File: config.mk
export PLATFORM = sky130hd
export DESIGN_NAME = tll_host
export DESIGN_NICKNAME = d
export VERILOG_FILES = /design/src/hdl/tll_host.v
export VERILOG_INCLUDE_DIRS = /design/src /design/src/hdl
export SDC_FILE = /design/constraint.sdc
export NUM_CORES = 1
export LEC_CHECK = 0
export BUFFER_PORTS_ARGS = -buffer_cell sky130_fd_sc_hd__clkbuf_2
export CAP_MARGIN = 20
export CORE_MARGIN = 5
export CORE_UTILIZATION = 52
export CTS_CLUSTER_DIAMETER = 50
export DETAILED_ROUTE_END_ITERATION = 10
export GPL_ROUTABILITY_DRIVEN = 0
export PLACE_DENSITY = 0.9
export SYNTH_ARGS = -nofsm -noshare
export SYNTH_HDL_FRONTEND = slang
export SYNTH_SLANG_ARGS = --single-unit
File: constraint.sdc
create_clock -name clk -period 4.85 [get_ports clk]
set_input_delay 0.2425 -clock clk [delete_from_list [all_inputs] [get_ports clk]]
set_output_delay 0.2425 -clock clk [all_outputs]
set_load 0.005 [all_outputs]
File: src/hdl/tll_map.vh
// Purpose: Constants for the three-wire latch loader host
// Assumes: 125 MHz system clock
// Notes:   Serial clock made by a divider from clk
`ifndef TLL_MAP_VH
`define TLL_MAP_VH
`define TLL_WORD_BITS       24
`define TLL_BYTE_BITS       8
`define TLL_SEL_CONTROL     2'b00
`define TLL_SEL_FEEDBACK    2'b10
`define TLL_SEL_REFERENCE   2'b01
`define TLL_CLK_MHZ         125
`define TLL_SCLK_MAX_MHZ    20
// Half period in clk cycles, rounded up so the serial clock stays at or under its limit
`define TLL_HALF_CYC        ((`TLL_CLK_MHZ + 2*`TLL_SCLK_MAX_MHZ - 1) / (2*`TLL_SCLK_MAX_MHZ))
`define TLL_DIV_W           4
`define TLL_CNT_W           5
`endif

File: src/hdl/tll_host.v
// Purpose: Host-side serial master that loads 24-bit words into a synthesizer's latches
// Assumes: Single clk domain; status pin is asynchronous and is synchronised here
// Notes:   Power-up runs the three-word init sequence before accepting user words
`timescale 1ns/1ps
`include "tll_map.vh"

// Operation
// - After power-up send reference, then control, then feedback counter words, exactly three.
// - Serial clock never runs faster than 20 MHz.
// - Strobe driven low before shifting and held low during the bits.
// - Word may go as three bytes; strobe rises after the third byte.
// - Data changes on falling edge so it is valid at the rising edge.
// - Host drives the power-gate input from a general output.
// - Host polls status output configured as lock detect.
// - Reference divider keeps comparison rate at or under 8 MHz.
// - Band-select clock divider enabled when reference output is fast.
// - DSP hosts may keep three 8-bit locations per word.
module tll_host (
    input  wire        clk,
    input  wire        reset_n,
    input  wire [23:0] init_ref_word,
    input  wire [23:0] init_ctl_word,
    input  wire [23:0] init_fb_word,
    input  wire        wr_valid,
    input  wire [23:0] wr_word,
    input  wire        power_enable,
    input  wire        multiplexed_status_output,
    output reg         wr_ready,
    output reg         init_done,
    output reg         lock_status,
    output reg         ser_clk,
    output reg         ser_data,
    output reg         latch_load_strobe,
    output reg         power_gate
);
    localparam ST_IDLE  = 3'd0;
    localparam ST_LOW   = 3'd1;
    localparam ST_HIGH  = 3'd2;
    localparam ST_END   = 3'd3;
    localparam ST_LOAD  = 3'd4;

    // Counts kept as integers, then cut to the counter widths on purpose
    localparam integer          DIV_LAST_I = `TLL_HALF_CYC - 1;
    localparam integer          BIT_LAST_I = `TLL_WORD_BITS - 1;
    localparam [`TLL_DIV_W-1:0] DIV_LAST   = DIV_LAST_I[`TLL_DIV_W-1:0];
    localparam [`TLL_CNT_W-1:0] BIT_LAST   = BIT_LAST_I[`TLL_CNT_W-1:0];

    reg  [2:0]                state_q;
    reg  [2:0]                state_d;
    reg  [`TLL_DIV_W-1:0]     div_q;
    reg  [`TLL_DIV_W-1:0]     div_d;
    reg  [`TLL_CNT_W-1:0]     bit_q;
    reg  [`TLL_CNT_W-1:0]     bit_d;
    reg  [23:0]               shift_q;
    reg  [23:0]               shift_d;
    reg  [1:0]                init_idx_q;
    reg  [1:0]                init_idx_d;
    reg                       sync1_q;
    reg                       sync2_q;
    reg                       init_done_d;
    reg                       wr_ready_d;
    reg                       ser_clk_d;
    reg                       ser_data_d;
    reg                       strobe_d;
    reg  [23:0]               init_sel;
    wire                      tick;
    wire                      start_init;
    wire                      start_user;
    wire                      word_start;
    wire                      last_bit;
    wire [23:0]               next_word;

    // Every serial edge waits for this half-period tick, which keeps the link under its rate limit
    assign tick       = (div_q == DIV_LAST);
    assign start_init = (state_q == ST_IDLE) && !init_done;
    assign start_user = (state_q == ST_IDLE) && init_done && wr_valid && wr_ready;
    assign word_start = start_init || start_user;
    // Three bytes form one word; no strobe between bytes
    assign last_bit   = (bit_q == BIT_LAST);
    assign next_word  = start_init ? init_sel : wr_word;

    // Reference word content sets comparison rate and band-select divider; caller's duty
    always @* begin
        case (init_idx_q)
            2'd0:    init_sel = init_ref_word;
            2'd1:    init_sel = init_ctl_word;
            default: init_sel = init_fb_word;
        endcase
    end

    // Lock pin is asynchronous to clk
    always @(posedge clk) begin
        if (!reset_n) begin
            sync1_q     <= 1'b0;
            sync2_q     <= 1'b0;
            lock_status <= 1'b0;
            power_gate  <= 1'b0;
        end else begin
            sync1_q     <= multiplexed_status_output;
            sync2_q     <= sync1_q;
            lock_status <= sync2_q;
            power_gate  <= power_enable;
        end
    end

    // Divider, bit counter, shift register and init index
    always @* begin
        div_d      = tick ? {`TLL_DIV_W{1'b0}} : div_q + 1'b1;
        bit_d      = bit_q;
        shift_d    = shift_q;
        init_idx_d = init_idx_q;
        if (word_start) begin
            div_d   = {`TLL_DIV_W{1'b0}};
            bit_d   = {`TLL_CNT_W{1'b0}};
            // Words may go while power is gated: serial port stays alive
            shift_d = next_word;
        end else if ((state_q == ST_LOW) && tick) begin
            shift_d = {shift_q[22:0], 1'b0};
        end else if ((state_q == ST_HIGH) && tick) begin
            bit_d   = bit_q + 1'b1;
        end else if ((state_q == ST_LOAD) && tick && !init_done) begin
            init_idx_d = init_idx_q + 1'b1;
        end
    end

    always @* begin
        state_d = state_q;
        case (state_q)
            ST_IDLE: begin
                if (word_start) begin
                    state_d = ST_LOW;
                end
            end
            ST_LOW: begin
                if (tick) begin
                    state_d = ST_HIGH;
                end
            end
            ST_HIGH: begin
                if (tick) begin
                    state_d = last_bit ? ST_END : ST_LOW;
                end
            end
            ST_END: begin
                if (tick) begin
                    state_d = ST_LOAD;
                end
            end
            ST_LOAD: begin
                if (tick) begin
                    state_d = ST_IDLE;
                end
            end
            default: begin
                state_d = ST_IDLE;
            end
        endcase
    end

    // Pin and handshake outputs; strobe stays high until the next word starts
    always @* begin
        init_done_d = init_done;
        wr_ready_d  = wr_ready;
        ser_clk_d   = ser_clk;
        ser_data_d  = ser_data;
        strobe_d    = latch_load_strobe;
        case (state_q)
            ST_IDLE: begin
                ser_clk_d = 1'b0;
                if (word_start) begin
                    strobe_d   = 1'b0;
                    wr_ready_d = 1'b0;
                end else begin
                    wr_ready_d = 1'b1;
                end
            end
            ST_LOW: begin
                if (tick) begin
                    // Data set up while clock is low so rising edge samples it
                    ser_clk_d  = 1'b0;
                    ser_data_d = shift_q[23];
                end
            end
            ST_HIGH: begin
                if (tick) begin
                    ser_clk_d = 1'b1;
                end
            end
            ST_END: begin
                if (tick) begin
                    ser_clk_d = 1'b0;
                end
            end
            ST_LOAD: begin
                if (tick) begin
                    strobe_d = 1'b1;
                    if (!init_done && (init_idx_q == 2'd2)) begin
                        init_done_d = 1'b1;
                    end
                end
            end
            default: begin
                ser_clk_d = 1'b0;
            end
        endcase
    end

    always @(posedge clk) begin
        if (!reset_n) begin
            state_q    <= ST_IDLE;
            div_q      <= {`TLL_DIV_W{1'b0}};
            bit_q      <= {`TLL_CNT_W{1'b0}};
            shift_q    <= 24'h000000;
            init_idx_q <= 2'd0;
        end else begin
            state_q    <= state_d;
            div_q      <= div_d;
            bit_q      <= bit_d;
            shift_q    <= shift_d;
            init_idx_q <= init_idx_d;
        end
    end

    // A reset in mid-word drops the word; init then runs again from the start
    always @(posedge clk) begin
        if (!reset_n) begin
            init_done         <= 1'b0;
            wr_ready          <= 1'b0;
            ser_clk           <= 1'b0;
            ser_data          <= 1'b0;
            latch_load_strobe <= 1'b0;
        end else begin
            init_done         <= init_done_d;
            wr_ready          <= wr_ready_d;
            ser_clk           <= ser_clk_d;
            ser_data          <= ser_data_d;
            latch_load_strobe <= strobe_d;
        end
    end
endmodule // tll_host

==> flow_summary.yaml, run 1 <==
critical_path:
  cp_cell_sequence: "ha_1 -> nor3b_2 -> and2_1 -> mux2i_1 -> o32ai_1"
  path_max_fanout: 24
  worstPathBufferInverterCount: 0
  reg2reg_slack_ns: 2.12
  worstSetupPathType: "register to register"
  r2r_cells: 5
  crit_start: "div_q[0]"
  cp_slowest_cell: "and2_1"
  cp_slowest_stage_delay_ns: 0.86
  start_kind: "register"
  cp_num_cells: 5
  path_delay_family: "simple AND/OR/NAND/NOR gates"
  required_ns: 5.02
  cp-end-kind: "register"
  r2r-end: "shift_q[17]"
  worstPathArrival_ns: 2.90
  reg2reg_from: "div_q[0]"
floorplan:
  die_width_um: 80.6
  dieHeight_um: 80.6
  start_util: 0.542
  rows: 25
  core_area_um2: 4790
  num_io_pins: 108
  die-area_um2: 6500
sta:
  finalHoldViolations: 0
  period_needed_ns: 2.73
  final.setup.tns_ns: 0
  setup_slack_ns: 2.12
  tightest_slew_ns: 1.08
  holdWs_ns: 0.146
  fin_skew_ns: 0.0109
  setup_viol: 0
  max_freq_ghz: 0.366
  slew_violations: 0
  period_share: 0.563
  grt_setup_unrepaired: "false"
  max-slew-margin-rel: 0.280
logic_synthesis:
  yosysTopAreaCellShare: 0.363
  synth_adder_area_share: 0.0241
  synth.most_common_cell: "dfxtp_1"
  synthXorXnorAreaFrac: 0.0236
  synthCells: 289
  async_reset_ff_frac: 0
  synth_simple_gate_area_frac: 0.169
  synthMuxAreaShare: 0.0309
  synthDistinctLibCells: 46
  synth.top_cells.by_count: "dfxtp_1 (47), a21oi_1 (29), nor2_1 (21), a22oi_1 (17)"
  synthFlopType: "dfxtp_1"
  synth_edf_count: 0
  yosysWarnings: 0
  synth_area_leader_cell: "dfxtp_1"
  synth_top_family_by_area: "compound AO/OA/AOI/OAI gates"
  syn_nets: 395
  syn_area_um2: 2590
  syn_area_per_cell_um2: 8.97
  ys_top_cells_by_area: "dfxtp_1 (36%), a21oi_1 (5.6%), a221o_1 (5.4%), a22oi_1 (4.9%), a22o_1 (3.4%)"
  synth-compound-area-share: 0.314
  ys_ff_latch: 47
  seq_area_frac_synth: 0.363
clocking:
  cts_made_buffers: 5
  cts_tree: "built"
  clkTransAtPathRegs_ns: 0.09
  cts.sinks: 47
  clock-root-buffer: "clkbuf_8"
  cts_max_level: 2
  cts_hold_buf: 0
  cts_resized: 0
  clk-insertion-delay-late_ns: 0.30
  clk_path_buf_depth: 2
  postCtsSetupRepairBufs: 0
placed_design:
  pre_cts_ws_ns: 2.12
  dp_hpwl_mm: 5.46
  dp_cells: 437
  portBuffers: 107
hold_path:
  hold_path_end: "power_gate"
  hold_start: "power_enable"
  min_path_type: "primary input to register"
  whs_path_depth: 2
routing:
  wirelength_mm: 7.30
  drt_iter0_drc: 355
  wl_per_cell_um: 16.4
  vias: 2591
  drt-vias-per-instance: 5.82
  drc: 0
  detail-route-antenna-nets: 0
  drtPass1Iterations: 4
pwr:
  power_density_nw_per_um2: 247
  p_leak_nw: 1.39
  peakVddDrop_mv: 0.148
  total_power_mw: 0.777
global_routing:
  grt_pass1_wl_mm: 11.8
  grt_max_degree: 29
  overflow: 0
  antenna_found_initial: 0
  grt_pass1_vias: 2573
  track_usage: 0.234
layout:
  n_antenna_cell: 0
  area_growth_pct: 21.5
  fin_cells: 445
  nNetsFinal: 483
  final_layout_size_suffix_gt1_frac: 0.336
outcome:
  status: "completed"
run:
  drv_cap: 0
[worst max-delay path by stage]
stage,endpoint
2_1_floorplan,shift_q[22]
3_3_place_gp,shift_q[22]
3_5_place_dp,shift_q[22]
4_1_cts,shift_q[22]
5_1_grt,shift_q[22]
6_report,shift_q[17]
[layout make-up]
cell class	count	area, µm²
flip-flops and latches	47	941
clock buffers	6	72.6
fillers	394	1640
clock inverters	2	12.5
inverters	11	41.3
repair buffers	108	543
multi-input cells	204	1460
well taps	67	83.8
[cells by family after synthesis]
logic type,after synthesis
AOI/OAI and AO/OA,106
DFF,47
and+or+nand+nor,78
adders and majority gates,5
xor gates and xnor gates,7
buffers and inverters,38
muxes,8
[routing by layer]
layer  global-route usage  vias to the layer above  part of all wire
met4               0.0777                        0             0.012
met3               0.0392                        6             0.068
met5                    0                        -                 0
met2                0.396                      106              0.50
li1                     -                     1265                 -
met1                0.302                     1214              0.42
[state kept, by name (all words and copies together) (netlist names)]
register           count
bit_q                  5
div_q                  4
init_done              1
init_idx_q             2
latch_load_strobe      1
lock_status            1
power_gate             1
ser_clk                1
ser_data               1
shift_q               24
state_q                3
sync1_q                1
sync2_q                1
wr_ready               1
[per-stage QoR]
stage / instance area [µm²] / utilization
finish: 3150 / 0.658
global route: 3150 / 0.658
CTS: 3150 / 0.658
detailed placement: 3060 / 0.640
global placement: 3060 / 0.640
floorplan: 2590 / -
[cell usage in the layout (no fill, tap or decap), drive strengths merged, types with 6 or more instances in the layout]
master / n
clkbuf: 113
dfxtp: 47
a21oi: 29
nor2: 22
a22oi: 18
nand2: 15
a221o: 14
inv: 11
a22o: 10
nand3: 10
mux2i: 8
a221oi: 8
nor3: 6
[power by group]
part           switching, mW  internal, mW
clock network          0.127         0.101
logic                 0.0607        0.0667
registers             0.0145         0.407
Power figures use the tool's default switching activity.
==> run 2, diff against run 1 <==
Settings changed: CORE_UTILIZATION 52 to 43, PLACE_DENSITY 0.9 to 0.8.
Clock period 4.85 ns to 2.3 ns, I/O delays scaled along.
==> run 2 against run 1 <==
  * Sequential power increased by 110%
  * Worst hold slack got worse by 0.14 ns
  * Power grew 130%
  * Sequential share of layout area fell by 1.1 points
  * Worst setup slack worse by 1.8 ns
  * Utilization down 10 points
  * First-iteration DRC count is 37% lower
  * Count of clock-buffer cells in the layout stayed put
  * Global-route usage fell by 3.8 points
  * Critical endpoint is now shift_q[22]
==> flow_summary.yaml, run 2 (synthesis results as in run 1) <==
run:
  drv_cap: 0
routing:
  vias: 2602
  drt_iter0_drc: 224
  wl_per_cell_um: 15.9
  drtPass1Iterations: 4
  highest_layer: "met4"
  wirelength_mm: 7.38
  detail-route-antenna-nets: 0
  routedLengthMet1_mm: 3.23
  drc: 0
  wl_met2_mm: 3.57
  dr_wl_met3_um: 487
  drt-vias-per-instance: 5.62
layout:
  largest_reg_flops: 24
  top_register: "shift_q"
  final_cell_mix: "clkbuf_2 (107), dfxtp_1 (47), a21oi_1 (29)"
  final_common_cell: "clkbuf_2"
  nNetsFinal: 493
  stdcell_area_um2: 3270
  fin_cells: 463
  largest_registers: "shift_q: 24 flops, bit_q: 5 flops, div_q: 4 flops"
  n_antenna_cell: 0
  nFillCells: 536
  area_growth_pct: 26.1
  final_layout_size_suffix_gt1_frac: 0.353
hold_path:
  min_path_type: "primary input to register"
sta:
  setup_viol: 0
  fin_skew_ns: 0.00733
  slew_violations: 0
  tightest_slew_ns: 0.752
  max-slew-margin-rel: 0.498
  max_freq_ghz: 0.500
  holdWs_ns: 0.00960
  finalHoldViolations: 0
  period_needed_ns: 2.00
  grt_setup_unrepaired: "false"
  final.setup.tns_ns: 0
  period_share: 0.870
critical_path:
  cp_slowest_cell: "nor3b_2"
  path_max_fanout: 24
  cp_cell_sequence: "ha_1 -> nor3b_2 -> and2_1 -> buf_4 -> mux2i_1 -> a211oi_2"
  cp_slowest_stage_delay_ns: 0.44
  cp-end-kind: "register"
  required_ns: 2.46
  worstPathBufferInverterCount: 1
  worstSetupPathType: "register to register"
  path_delay_family: "simple AND/OR/NAND/NOR gates"
  worstPathArrival_ns: 2.16
  start_kind: "register"
pwr:
  p_leak_nw: 1.46
  power_density_nw_per_um2: 545
  peakVddDrop_mv: 0.357
clocking:
  cts_max_level: 2
  clk_path_buf_depth: 2
  clkTransAtPathRegs_ns: 0.09
  cts_made_buffers: 5
  clk-insertion-delay-late_ns: 0.30
  cts_resized: 0
  cts.sinks: 47
  clock-root-buffer: "clkbuf_8"
  cts_tree: "built"
  postCtsSetupRepairBufs: 0
global_routing:
  overflow: 0
  antenna_found_initial: 0
  grt_pass1_vias: 2538
  track_usage: 0.197
  grt_max_degree: 27
  grt_pass1_wl_mm: 11.9
floorplan:
  die-area_um2: 7680
  start_util: 0.440
  dieHeight_um: 87.6
  rows: 28
  num_io_pins: 108
  core_area_um2: 5890
  die_width_um: 87.6
outcome:
  status: "completed"
placed_design:
  dp_cells: 454
  dpl_cell_area_um2: 3140
  portBuffers: 107
  dp_hpwl_mm: 5.68
-- run 2: changes by cell type in the layout (fill, tap and decap cells not counted), sizes merged --
cell         delta
bufinv          +1
dlygate4sd3     +1
buf             +9
clkinvlp        -1
-- run 2: path summary, 6_finish.rpt --
| kind | from | slack (ns) | cells after the start | end |
|---|---|---|---|---|
| worst max register to register | div_q[0] | 0.30 | 6 | shift_q[22] |
| worst max-delay path | div_q[0] | 0.30 | 6 | shift_q[22] |
| worst min-delay path | power_enable | 0.01 | 2 | power_gate |
| worst min register to register | sync2_q | 0.44 | 1 | lock_status |
-- run 2: stage by stage --
step	utilization	worst slack [ns]	power (mW)
final	0.555	0.298	1.78
after global routing	0.555	0.141	1.88
after CTS	0.554	0.299	1.79
after detailed placement	0.534	0.321	1.18
after global placement	0.534	0.418	1.17
after floorplan	-	0.588	1.05
-- run 2: report_power, final --
group / internal, mW / switching, mW
clock network: 0.352 / 0.270
logic: 0.145 / 0.127
registers: 0.858 / 0.0305
total: 1.35 / 0.427
-- run 2: metal layers --
layer  track usage  up-vias
met1         0.263     1219
met3        0.0376        8
met5             0        -
met2         0.327       88
li1              -     1287
met4        0.0488        0
-- run 2: timing repair --
| action | CTS | global route |
|---|---|---|
| hold endpoints to repair | 0 | 1 |
| hold buffers | 0 | 1 |
| setup endpoints to repair | 0 | 0 |
-- run 2: worst reg2reg max path, cell delays in order (launching register included) --
cell and delay, ns:
dfxtp_1 0.37, ha_1 0.21, nor3b_2 0.44, and2_1 0.20, buf_4 0.28, mux2i_1 0.27
a211oi_2 0.10
-- run 2: final cells by class --
class	count	area, µm²	share of cell area
clock buffers	6	82.6	0.0253
clock inverters	2	35.0	0.0107
inverters	11	41.3	0.0126
multi-input cells	204	1460	0.445
flip-flops and latches	47	941	0.288
well taps	75	93.8	0.0287
repair buffers	118	621	0.190
==> run 3, diff against run 2 <==
--- a/config.mk
+++ b/config.mk
@@ -7,12 +7,14 @@
 export NUM_CORES = 1
 export LEC_CHECK = 0
+export ABC_AREA = 1
 export BUFFER_PORTS_ARGS = -buffer_cell sky130_fd_sc_hd__clkbuf_2
 export CAP_MARGIN = 20
 export CORE_MARGIN = 5
-export CORE_UTILIZATION = 43
+export CORE_UTILIZATION = 45
 export CTS_CLUSTER_DIAMETER = 50
 export DETAILED_ROUTE_END_ITERATION = 10
 export GPL_ROUTABILITY_DRIVEN = 0
-export PLACE_DENSITY = 0.8
+export PLACE_DENSITY = 0.81
+export SLEW_MARGIN = 15
 export SYNTH_ARGS = -nofsm -noshare
 export SYNTH_HDL_FRONTEND = slang
==> constraint.sdc (replaced) <==
create_clock -name clk -period 2.3 [get_ports clk]
set_input_delay 0.115 -clock clk [delete_from_list [all_inputs] [get_ports clk]]
set_output_delay 0.115 -clock clk [all_outputs]
set_load 0.05 [all_outputs]
==> run 3 against run 2 <==
  * Via count grew 25%
  * Combinational power is 150% higher
  * Flip-flop and latch count unchanged
  * Global-route usage is 0.89 points higher
  * Fmax is 17% higher
  * Worst hold slack gained 0.055 ns
  * Utilization rose by 0.65 points
  * Sequential share of layout area is 2.3 points lower
  * Wire length grew 13%
  * Clock skew about the same
  * Sequential power is 10% higher
  * Power grew 28%
  * Critical path type unchanged
  * Critical endpoint is now shift_q[18]
  * Largest power group unchanged
  * Highest routed layer unchanged
==> flow_summary.yaml, run 3 <==
placed_design:
  dp_cells: 636
  dpl_cell_area_um2: 3410
  dp_hpwl_mm: 6.39
  portBuffers: 107
floorplan:
  core_area_um2: 6310
  rows: 29
  num_io_pins: 108
  dieHeight_um: 90.2
  start_util: 0.458
  die_width_um: 90.2
  die-area_um2: 8140
routing:
  drt_iter0_drc: 202
  drtPass1Iterations: 4
  detail-route-antenna-nets: 0
  wl_per_cell_um: 13.0
  drt-vias-per-instance: 5.03
  wirelength_mm: 8.37
  vias: 3251
  drc: 0
layout:
  final_layout_size_suffix_gt1_frac: 0.251
  n_antenna_cell: 0
  area_growth_pct: 22.6
  final_common_cell: "nand2_1"
  largest_reg_flops: 24
  nFillCells: 660
  fin_cells: 646
  largest_registers: "shift_q: 24 flops, bit_q: 5 flops, div_q: 4 flops"
  top_register: "shift_q"
  nNetsFinal: 674
  stdcell_area_um2: 3550
  final_cell_mix: "nand2_1 (157), clkbuf_2 (107), nand3_1 (66)"
logic_synthesis:
  async_reset_ff_frac: 0
  syn_area_um2: 2890
  yosysTopAreaCellShare: 0.325
  seq_area_frac_synth: 0.325
  syn_area_per_cell_um2: 6.17
  synth.top_cells.by_count: "nand2_1 (157), nand3_1 (66), dfxtp_1 (47), inv_1 (45), nor2_1 (43)"
  synth_area_leader_cell: "dfxtp_1"
  yosysWarnings: 0
  synthDistinctLibCells: 27
  ys_ff_latch: 47
  ys_top_cells_by_area: "dfxtp_1 (33%), nand2_1 (20%), nand3_1 (11%), inv_1 (5.8%), nor2_1 (5.6%)"
  synthCells: 469
  synth_edf_count: 0
  syn_nets: 575
  synthFlopType: "dfxtp_1"
  synth.most_common_cell: "nand2_1"
sta:
  max-slew-margin-rel: 0.621
  grt_setup_unrepaired: "false"
  max_freq_ghz: 0.583
  period_needed_ns: 1.72
  fin_skew_ns: 0.00782
  slew_violations: 0
  tightest_slew_ns: 0.567
  finalHoldViolations: 0
  final.setup.tns_ns: 0
  setup_viol: 0
  holdWs_ns: 0.0647
  period_share: 0.746
clocking:
  cts_max_level: 2
  cts_made_buffers: 5
  clkTransAtPathRegs_ns: 0.08
  cts.sinks: 47
  clk-insertion-delay-late_ns: 0.31
  clk_path_buf_depth: 2
  clock-root-buffer: "clkbuf_8"
  postCtsSetupRepairBufs: 0
  cts_tree: "built"
global_routing:
  grt_pass1_wl_mm: 14.2
  grt_max_degree: 34
  track_usage: 0.206
  antenna_found_initial: 0
  overflow: 0
  grt_pass1_vias: 3213
critical_path:
  required_ns: 2.54
  crit_start: "div_q[0]"
  worstPathArrival_ns: 1.96
  start_kind: "register"
  path_max_fanout: 24
  cp_slowest_cell: "dfxtp_1"
  worstSetupPathType: "register to register"
  cp_cell_sequence: "ha_1 -> nand2_1 -> nor2_1 -> nand2_2 -> o21ai_0 -> nand2_1 -> a21oi_1"
  cp_slowest_stage_delay_ns: 0.36
  cp-end-kind: "register"
  crit_path_frequent_cell: "nand2_1"
  reg2reg_from: "div_q[0]"
  reg2reg_slack_ns: 0.58
pwr:
  p_int_mw: 1.52
  power_density_nw_per_um2: 642
  peakVddDrop_mv: 0.395
  switching_share: 0.332
  comb_power_share: 0.296
  p_leak_nw: 1.89
  p_sw_mw: 0.755
  pwr-share-clk: 0.275
  seqPwrFrac: 0.429
hold_path:
  hold_start: "wr_word[16]"
  min_path_type: "primary input to register"
run:
  drv_cap: 0
outcome:
  status: "completed"
[run 3: routing by layer]
metal | track usage | vias up | wire [µm]
li1 | - | 1678 | -
met1 | 0.246 | 1467 | 3480
met2 | 0.375 | 90 | 4290
met3 | 0.0342 | 16 | 437
met4 | 0.0596 | 0 | 162
met5 | 0 | - | 0
[run 3: final timing paths]
| check | depth (start not counted) | to |
|---|---|---|
| min reg2reg | 2 | lock_status |
| max | 7 | shift_q[18] |
| max reg2reg | 7 | shift_q[18] |
| min | 3 | shift_q[16] |
[run 3: logic make-up after synthesis]
logic type,synth area share
AND/OR/NAND/NOR,0.431
buffers and inverters,0.121
AO/OA/AOI/OAI,0.0951
flip-flops,0.325
adder cells (fa/ha/maj),0.0216
XOR/XNOR,0.00605
[run 3: layout make-up]
type | instances | area [µm²] | area share
Clock inverter | 2 | 35.0 | 0.00987
Timing Repair Buffer | 115 | 601 | 0.169
Sequential cell | 47 | 941 | 0.265
Inverter | 51 | 191 | 0.0539
Tap cell | 77 | 96.3 | 0.0272
Clock buffer | 6 | 82.6 | 0.0233
Multi-Input combinational cell | 348 | 1600 | 0.451
[run 3: what timing repair did]
action,CTS,global route
resized for setup,0,0
hold buffers,2,0
endpoints found under the hold margin,2,0
[run 3: metrics by stage]
step / setup slack, ns / utilization / total power, mW
floorplan: 0.776 / - / 1.49
global placement: 0.663 / 0.540 / 1.64
detailed placement: 0.621 / 0.540 / 1.66
CTS: 0.568 / 0.562 / 2.29
global route: 0.373 / 0.562 / 2.43
finish: 0.584 / 0.562 / 2.28
[run 3: critical path: cells and delay by family (launching register included)]
family | cells | cell delay, ns
flip-flops | 1 | 0.36
AO/OA/AOI/OAI | 2 | 0.41
AND/OR/NAND/NOR | 4 | 0.67
adder cells (fa/ha/maj) | 1 | 0.20
[run 3: power groups by stage]
stage | clock network, mW | logic [mW] | registers [mW]
2_1_floorplan | 0 | 0.495 | 0.993
3_5_place_dp | 0 | 0.667 | 0.992
6_report | 0.626 | 0.674 | 0.977
5_1_grt | 0.667 | 0.774 | 0.986
3_3_place_gp | 0 | 0.647 | 0.990
4_1_cts | 0.638 | 0.675 | 0.975
